$ cat config.mk
export PLATFORM = sky130hd
export DESIGN_NAME = usb_state_pin_signaling
export DESIGN_NICKNAME = d
export VERILOG_FILES = /design/src/shared/usb_pin_pkg.sv /design/src/verilog/usb_state_pin_signaling.sv
export SDC_FILE = /design/constraint.sdc
export NUM_CORES = 1
export LEC_CHECK = 0
export BUFFER_PORTS_ARGS = -buffer_cell sky130_fd_sc_hd__buf_2
export CAP_MARGIN = 20
export CORE_UTILIZATION = 28
export CTS_CLUSTER_SIZE = 16
export DETAILED_ROUTE_END_ITERATION = 8
export PLACE_DENSITY = 0.53
export RECOVER_POWER = 50
export SLEW_MARGIN = 15
export SYNTH_ARGS = -nofsm -noshare
export SYNTH_HDL_FRONTEND = slang
export SYNTH_SLANG_ARGS = --single-unit
$ cat constraint.sdc
create_clock -name sys_clk -period 3.49 [get_ports sys_clk]
set_input_delay 0.1745 -clock sys_clk [delete_from_list [all_inputs] [get_ports sys_clk]]
set_output_delay 0.1745 -clock sys_clk [all_outputs]
set_load 0.05 [all_outputs]
$ cat src/shared/usb_pin_pkg.sv
`default_nettype none
package usb_pin_pkg;
	// Pin function codes for the shared pins
	typedef enum logic [2:0] {
		FN_MODEM   = 3'h0,
		FN_TX_LED  = 3'h1,
		FN_RX_LED  = 3'h2,
		FN_SUSPEND = 3'h3,
		FN_CFG     = 3'h4,
		FN_TXEN    = 3'h5,
		FN_CHGDET  = 3'h6,
		FN_CHGSHDN = 3'h7
	} pin_fn_t;

	// Per-pin configuration
	typedef struct packed {
		pin_fn_t fn;
		logic    invert;
		logic    open_drain;
	} pin_cfg_t;

	// Loaded configuration image
	typedef struct packed {
		logic     sense_en;
		logic     self_powered;
		logic     susp_only;
		logic     i2c_sel;
		pin_cfg_t a4;
		pin_cfg_t a5;
		pin_cfg_t a6;
		pin_cfg_t b6;
	} dev_cfg_t;

	// USB state reported by the core
	typedef struct packed {
		logic configured;
		logic suspended;
		logic charge_port;
	} usb_state_t;

	localparam int CFG_W        = $bits(dev_cfg_t);
	localparam int EE_BYTES     = 256;
	localparam int EE_AW        = 8;
	localparam int SIG_ADDR     = 0;
	localparam int CFG_ADDR     = 1;
	localparam int CFG_BYTES    = 4;
	localparam logic [7:0] SIG_VALUE = 8'h5A;
	localparam int BAUD_MIN     = 1;
	localparam int BAUD_MAX     = 115200;
	localparam int SYNC_STAGES  = 3;
endpackage
`default_nettype wire

$ cat src/verilog/usb_state_pin_signaling.sv
`default_nettype none
// Contract
// - Sense enabled: attach pull-up only while bus-power sense active.
// - Sense disabled: attach pull-up always after power-on; here only once cfg_done is set, after the loader finishes.
// - Report self-powered only when config says self-powered.
// - Charger setup 1: charge detect and configured pins inverted open-drain.
// - Setup 1: shutdown 0 in suspend; 1/1/1 unconfigured; cfg 0; detect 0.
// - Setup 2: suspend/cfg 1/1, 0/0, 0/1, 1/0 per state.
// - Suspend-only option: suspend output only during bus suspend.
// - Default config asserts suspend output during USB suspend.
// - Transmit enable asserted only while serial data transmits.
// - Two shared pins may act as transmit and receive activity LEDs.
// - EEPROM support only when data pins assigned as SDA and SCL.
// - Load EEPROM contents only when signature valid, overriding ROM.
// - EEPROM is 256 bytes; loader reads only addresses 0 to 4.
// - Serial port supports 1 to 115200 bps.
// - Default suspend output active when unconfigured or suspended.
// - Inverse polarity inverts input and output sense of pin.
// - Open-drain pins only drive low, release for high.
module usb_state_pin_signaling
	import usb_pin_pkg::*;
#(
	parameter logic [CFG_W-1:0] ROM_CFG = '0
) (
	input  wire logic             sys_clk,
	input  wire logic             reset_n,
	input  wire usb_state_t       usb_state,
	input  wire logic             tx_active,
	input  wire logic             rx_active,
	input  wire logic             bus_power_sense,
	input  wire logic             ee_rd_ack,
	input  wire logic [7:0]       ee_rd_data,
	input  wire logic             ee_nack,
	input  wire logic [3:0]       pin_in,
	input  wire logic [3:0]       modem_out,
	input  wire logic [31:0]      baud_req,
	output logic                  dp_pullup_en,
	output logic                  self_powered,
	output logic                  ee_rd_req,
	output logic [EE_AW-1:0]      ee_rd_addr,
	output logic                  cfg_done,
	output logic                  baud_ok,
	output logic [3:0]            modem_in,
	output logic [3:0]            pin_out,
	output logic [3:0]            pin_oe
);
	// Loader states, Gray coded along the path
	typedef enum logic [1:0] {
		LD_IDLE = 2'b00,
		LD_SIG  = 2'b01,
		LD_DATA = 2'b11,
		LD_DONE = 2'b10
	} ld_state_t;

	localparam dev_cfg_t ROM = dev_cfg_t'(ROM_CFG);

	ld_state_t                st_r, st_nxt;
	dev_cfg_t                 cfg_r, cfg_nxt;
	logic [CFG_BYTES*8-1:0]   img_r, img_nxt;
	logic [EE_AW-1:0]         addr_r, addr_nxt;
	logic                     req_r, req_nxt;
	logic [SYNC_STAGES-1:0]   sense_sync_r;
	logic                     sense_r, sense_nxt;
	// Registered copies of the data outputs and the pin input chain
	logic                     baud_r, baud_nxt;
	logic [3:0]               pin_s0_r, pin_s1_r, pin_s2_r;
	logic [3:0]               pin_lvl_r, pin_lvl_nxt;
	logic [3:0]               mdm_r, mdm_nxt;
	logic [3:0]               out_r, out_nxt;
	logic [3:0]               oe_r, oe_nxt;
	logic [3:0]               lvl;
	pin_cfg_t                 pcfg [4];

	// Map one pin's function to its active-sense level
	function automatic logic fn_level(input pin_fn_t fn,
		input logic modem, input dev_cfg_t c, input usb_state_t s,
		input logic tx, input logic rx);
		logic susp;
		susp = s.suspended || (!c.susp_only && !s.configured);
		case (fn)
			FN_MODEM:   fn_level = modem;
			FN_TX_LED:  fn_level = tx;
			FN_RX_LED:  fn_level = rx;
			FN_SUSPEND: fn_level = !susp;  // low = suspend
			FN_CFG:     fn_level = s.configured;
			FN_TXEN:    fn_level = tx;
			FN_CHGDET:  fn_level = s.charge_port;
			FN_CHGSHDN: fn_level = !s.suspended;
			default:    fn_level = modem;
		endcase
	endfunction

	// Loader next state: signature then config image, else keep ROM
	always_comb begin
		st_nxt   = st_r;
		cfg_nxt  = cfg_r;
		img_nxt  = img_r;
		addr_nxt = addr_r;
		req_nxt  = req_r;
		case (st_r)
			LD_IDLE: begin
				if (ROM.i2c_sel) begin
					st_nxt   = LD_SIG;
					addr_nxt = EE_AW'(SIG_ADDR);
					req_nxt  = 1'b1;
				end else begin
					st_nxt = LD_DONE;
				end
			end
			LD_SIG: begin
				if (ee_nack) begin
					st_nxt  = LD_DONE;
					req_nxt = 1'b0;
				end else if (ee_rd_ack) begin
					if (ee_rd_data == SIG_VALUE) begin
						st_nxt   = LD_DATA;
						addr_nxt = EE_AW'(CFG_ADDR);
					end else begin
						st_nxt  = LD_DONE;
						req_nxt = 1'b0;
					end
				end
			end
			LD_DATA: begin
				if (ee_nack) begin
					st_nxt  = LD_DONE;
					req_nxt = 1'b0;
				end else if (ee_rd_ack) begin
					img_nxt  = {img_r[CFG_BYTES*8-9:0], ee_rd_data};
					addr_nxt = addr_r + 1'b1;      // 8-bit wrap
					if (addr_r == EE_AW'(CFG_ADDR + CFG_BYTES - 1)) begin
						st_nxt  = LD_DONE;
						req_nxt = 1'b0;
						cfg_nxt = dev_cfg_t'(
							{img_r[CFG_BYTES*8-9:0], ee_rd_data}
							[CFG_W-1:0]);
					end
				end
			end
			LD_DONE: req_nxt = 1'b0;
			default: st_nxt = LD_IDLE;
		endcase
	end

	// Loader registers; ROM image is a constant so reset may load it
	always_ff @(posedge sys_clk or negedge reset_n) begin
		if (!reset_n) begin
			st_r   <= LD_IDLE;
			cfg_r  <= ROM;
			img_r  <= '0;
			addr_r <= '0;
			req_r  <= 1'b0;
		end else begin
			st_r   <= st_nxt;
			cfg_r  <= cfg_nxt;
			img_r  <= img_nxt;
			addr_r <= addr_nxt;
			req_r  <= req_nxt;
		end
	end

	// Sense pin synchroniser: change counts when stages two and three agree
	always_comb begin
		sense_nxt = sense_r;
		if (sense_sync_r[1] == sense_sync_r[2])
			sense_nxt = sense_sync_r[2];
	end

	always_ff @(posedge sys_clk or negedge reset_n) begin
		if (!reset_n) begin
			sense_sync_r <= '0;
			sense_r      <= 1'b0;
		end else begin
			sense_sync_r <= {sense_sync_r[1:0], bus_power_sense};
			sense_r      <= sense_nxt;
		end
	end

	// Pull-up held off until configuration settles to avoid a false attach
	assign dp_pullup_en = cfg_done &&
		(cfg_r.sense_en ? sense_r : 1'b1);
	assign self_powered = cfg_r.self_powered;
	assign cfg_done     = (st_r == LD_DONE);
	assign ee_rd_req    = req_r;
	assign ee_rd_addr   = addr_r;

	// Rate window test; registered so the flag is a clean data output
	always_comb begin
		baud_nxt = (baud_req >= 32'(BAUD_MIN)) &&
			(baud_req <= 32'(BAUD_MAX));
	end

	// A request outside the window is flagged, never clamped
	// The flag trails the request by one clock
	always_ff @(posedge sys_clk or negedge reset_n) begin
		if (!reset_n) begin
			baud_r <= 1'b0;
		end else begin
			baud_r <= baud_nxt;
		end
	end

	assign baud_ok = baud_r;

	// Per-pin settings pulled out of the live configuration image
	assign pcfg[0] = cfg_r.a4;
	assign pcfg[1] = cfg_r.a5;
	assign pcfg[2] = cfg_r.a6;
	assign pcfg[3] = cfg_r.b6;

	// Active-sense level of each pin's function, then its polarity.
	// EEPROM pins are owned by the serial engine while selected, so
	// their levels here only matter once the loader has finished.
	genvar gi;
	generate
		for (gi = 0; gi < 4; gi++) begin : g_pin
			assign lvl[gi] = fn_level(pcfg[gi].fn, modem_out[gi], cfg_r,
				usb_state, tx_active, rx_active) ^ pcfg[gi].invert;
		end
	endgenerate

	// Pin inputs cross in from outside: three stages, and a level only
	// counts once stages two and three agree, so a single metastable
	// or glitchy sample never reaches the modem inputs.
	always_comb begin
		pin_lvl_nxt = pin_lvl_r;
		for (int i = 0; i < 4; i++) begin
			if (pin_s1_r[i] == pin_s2_r[i])
				pin_lvl_nxt[i] = pin_s2_r[i];
		end
	end

	// Input chain registers; cleared so no false edge is seen at start
	always_ff @(posedge sys_clk or negedge reset_n) begin
		if (!reset_n) begin
			pin_s0_r  <= '0;
			pin_s1_r  <= '0;
			pin_s2_r  <= '0;
			pin_lvl_r <= '0;
		end else begin
			pin_s0_r  <= pin_in;
			pin_s1_r  <= pin_s0_r;
			pin_s2_r  <= pin_s1_r;
			pin_lvl_r <= pin_lvl_nxt;
		end
	end

	// Pin drive and input sense per pin: polarity first, then mode.
	// Open-drain pins only ever pull low; the high level comes from
	// the board pull-up, which lets the charger side use another rail.
	// Nothing is driven before the configuration has settled.
	always_comb begin
		out_nxt = '0;
		oe_nxt  = '0;
		mdm_nxt = '0;
		for (int i = 0; i < 4; i++) begin
			out_nxt[i] = pcfg[i].open_drain ? 1'b0 : lvl[i];
			oe_nxt[i]  = cfg_done &&
				(pcfg[i].open_drain ? !lvl[i] : 1'b1);
			mdm_nxt[i] = pin_lvl_r[i] ^ pcfg[i].invert;
		end
	end

	// Pin output registers; released while reset holds
	// A one-clock lag on state changes is harmless to the charger side
	always_ff @(posedge sys_clk or negedge reset_n) begin
		if (!reset_n) begin
			out_r <= '0;
			oe_r  <= '0;
			mdm_r <= '0;
		end else begin
			out_r <= out_nxt;
			oe_r  <= oe_nxt;
			mdm_r <= mdm_nxt;
		end
	end

	// Data outputs come straight from their registers
	assign pin_out  = out_r;
	assign pin_oe   = oe_r;
	assign modem_in = mdm_r;
endmodule
`default_nettype wire

==> metrics.yaml <==
global_route:
  gr-total-overflow: 0
  grt_max_degree: 82
  grt_pass1_vias: 2359
  track_usage_pct: 12.2
  antenna_found_initial: 0
  grt_pass1_wl_microns: 11600
setup_path:
  cp.arrival_ns: 2.22
  critPathKind: "reg -> reg"
  timing.critical_path.cells: "nor4b_2 > nand3_2 > mux2_2"
  crit_end: "cfg_r[3]"
  max_stage_delay_ns: 0.54
  cp.required_ns: 3.70
  crit_fanout: 23
  slowest_stage: "nand3_2"
  cp-startpoint: "ee_rd_addr[3]"
  endpoint_kind: "flip-flop"
  rr_endpoint: "cfg_r[3]"
  r2r_start: "ee_rd_addr[3]"
  start_kind: "flip-flop"
  r2r_cells: 3
  setup.reg_to_reg.worst_slack_ns: 1.49
die:
  initial_utilization_pct: 29.2
  fp.dieH_microns: 112
  dieArea_sq_um: 12500
  rows: 39
  core_sq_um: 11600
  die_w_microns: 112
  io_pins: 83
synth:
  synth-simple-area-share_pct: 12.6
  ys_types: 47
  synth_adder_area_share_pct: 2.22
  synth_top_family_by_area: "multiplexers"
  syn-num-nets: 311
  synth_compound_area_share_pct: 6.37
  synth_flop_cell: "dfrtp_1"
  async_flop_share_pct: 100
  synth_xor_area_share_pct: 2.07
  synthMuxAreaShare_pct: 14.6
  seq_area_frac_synth_pct: 60.0
  ys_seq_elements: 81
  synth.cell_area_sq_um: 3380
  avgSynthCellArea_sq_um: 13.5
  yosys_warnings: 0
  synth_enable_flop_cells: 0
  synth_cells: 251
clock_network:
  h-tree-depth: 3
  cts_buffers: 9
  clkTransAtPathRegs_ns: 0.06
  cts_setup_buffers: 0
  clk_path_buf_depth: 2
  clock_latency_ns: 0.33
  clock-root-buffer: "clkbuf_16"
  clkSinkCount: 81
  cts_tree: "built"
sta:
  period_share_pct: 57.4
  clock.fmax_mhz: 499
  fin_ws_ns: 1.49
  fin_crit_ns: 2.00
  maxSlewViolCount: 0
  finalSetupTns_ns: 0
  finalHoldViolations: 0
  maxSlewHeadroom_pct: 10.7
  finalSetupViolCount: 0
  tightest_slew_ns: 1.34
  rsz0062_at_grt: "false"
  finClkSkew_ns: 0.00855
cells_and_area:
  regArea_sq_um: 2030
  nNetsFinal: 404
  fillers: 1108
  stdcell_count: 492
  drive_above_1_share_pct: 42.4
  areaGrowthSynthToFinish_pct: 27.9
  num_antenna_cells: 0
  multi_input_area_sq_um: 1280
power:
  internal-power_mw: 1.57
  power.leakage_nw: 2.04
  combPwrFrac_pct: 6.4
  p_switching_uw: 470
  clkPwrFrac_pct: 46.2
  switching_share_pct: 23.0
  irDropWorstVdd_uv: 229
  finalPower_mw: 2.04
  seq_power_share_pct: 47.4
  p_per_area_nw_per_um2: 473
place:
  dpl.hpwl_microns: 5010
  place_ws_ns: 1.48
  dp_cells: 469
  io_buffers: 81
  gp_congestion: 0.804
job:
  drv_cap: 0
run_status:
  violations: "design-rule violations"
  status: "finished with violations"
detailed_routing:
  wl_microns: 7010
  vias: 2284
  viasPerCell: 4.64
  drtIter0Drc: 145
  route.detailed.drc: 5
  first_pass_iters: 6
  ant_nets: 0
  wl_per_cell_microns: 14.3
min_path:
  hold_class: "in -> reg"
==> worst min-delay path by stage <==
stage	from	slack (ns)	cells after the start	endpoint
finish	ee_rd_ack	0.06	2	st_r[0]
floorplan	reset_n	-0.12	0	baud_ok
detailed placement	pin_in[0]	0.29	1	pin_s0_r[0]
CTS	ee_rd_ack	0.05	2	st_r[0]
global route	ee_rd_ack	0.04	2	st_r[0]
global placement	pin_in[3]	0.28	1	pin_s0_r[3]
==> critical path, delay by kind of cell, from the launching register on <==
family / cells / cell delay (ns)
flops: 1 / 0.44
mux: 1 / 0.48
simple gates: 2 / 0.95
==> synthesized netlist by cell type (2+ instances only) <==
| master | count | share of area (%) |
|---|---|---|
| nand4bb_4 | 2 | 1.6 |
| nand3_1 | 5 | 0.74 |
| nor4_1 | 7 | 1.3 |
| nand2_1 | 11 | 1.2 |
| or3_1 | 4 | 0.74 |
| xor2_1 | 5 | 1.3 |
| ha_1 | 2 | 0.74 |
| nand4_1 | 2 | 0.37 |
| nor2b_1 | 5 | 0.93 |
| a21oi_1 | 12 | 1.8 |
| nand2b_1 | 3 | 0.56 |
| buf_2 | 5 | 0.74 |
| mux2_2 | 39 | 13 |
| maj3_1 | 5 | 1.5 |
| o21ai_0 | 10 | 1.5 |
| inv_1 | 9 | 1.0 |
| nor3b_1 | 3 | 0.67 |
| o22ai_1 | 4 | 0.74 |
| xnor2_1 | 3 | 0.78 |
| mux4_2 | 2 | 1.3 |
| nor2_1 | 4 | 0.44 |
| nor3_1 | 4 | 0.59 |
| dfrtp_1 | 81 | 60 |
==> flip-flops by register name, summed over array words and instances (netlist names) <==
name / count
st_r: 2
cfg_r: 22
img_r: 15
self_powered: 1
pin_oe: 4
pin_out: 4
pin_lvl_r: 4
pin_s1_r: 4
pin_s2_r: 4
pin_s0_r: 4
sense_sync_r: 3
baud_ok: 1
ee_rd_addr: 8
modem_in: 4
sense_r: 1
==> through the flow <==
stage               hold slack, ns  util [%]  instance area, sq um
global placement             0.284      34.0                  3930
global route                0.0440      37.3                  4320
finish                      0.0578      37.3                  4320
floorplan                   -0.121         -                  3380
CTS                         0.0493      37.1                  4290
detailed placement           0.286      34.0                  3930
==> layer usage <==
metal / up-vias / part of all wire (%) / track usage, % / wire (microns)
met5: - / 0 / 0 / 0
met4: 0 / 1.4 / 4.59 / 99
met3: 7 / 6.2 / 4.19 / 434
met2: 71 / 47 / 19.5 / 3280
met1: 1109 / 46 / 15.1 / 3200
li1: 1097 / - / - / -
==> logic make-up (layout without fill, tap and decap cells) <==
| family | after synthesis | in the layout |
|---|---|---|
| AOI/OAI and AO/OA | 34 | 34 |
| xor gates and xnor gates | 8 | 8 |
| adders and majority gates | 7 | 7 |
| buffers and inverters | 15 | 113 |
| DFF | 81 | 81 |
| muxes | 42 | 42 |
| other | 1 | 1 |
| and+or+nand+nor | 63 | 63 |
==> cells in the final DEF (no fill, tap or decap), drive strengths merged, types with 2 or more instances in the layout <==
cell type / n
dfrtp: 81
buf: 81
mux2: 39
a21oi: 12
nand2: 12
inv: 11
o21ai: 10
clkbuf: 10
nor4: 7
dlygate4sd3: 6
nand3: 6
xor2: 5
nor2b: 5
maj3: 5
nor2: 5
o22ai: 4
nor3: 4
or3: 4
clkinv: 4
nand2b: 3
nor3b: 3
xnor2: 3
nand4: 3
mux4: 2
nand4bb: 2
ha: 2
nor4b: 2
==> final cells by class <==
class / instances / area share (%)
clock buffers: 9 / 5.21
clock inverters: 7 / 1.80
inverters: 9 / 0.782
multi-input cells: 155 / 29.8
flip-flops and latches: 81 / 46.9
well taps: 143 / 4.14
repair buffers: 88 / 11.4
==> power groups by stage <==
stage | Combinational, mW | Sequential, mW | Clock [mW]
2_1_floorplan | 0.0282 | 1.01 | 0
3_5_place_dp | 0.125 | 0.987 | 0
5_1_grt | 0.143 | 0.971 | 1.02
4_1_cts | 0.129 | 0.969 | 0.979
3_3_place_gp | 0.123 | 0.987 | 0
6_report | 0.130 | 0.969 | 0.945
==> repair_timing <==
| item | 4_1_cts | 5_1_grt |
|---|---|---|
| hold buffers | 5 | 1 |
| resized for setup | 0 | 0 |
| endpoints found under the hold margin | 5 | 21 |
No activity file was read; power rests on OpenSTA's default activity.
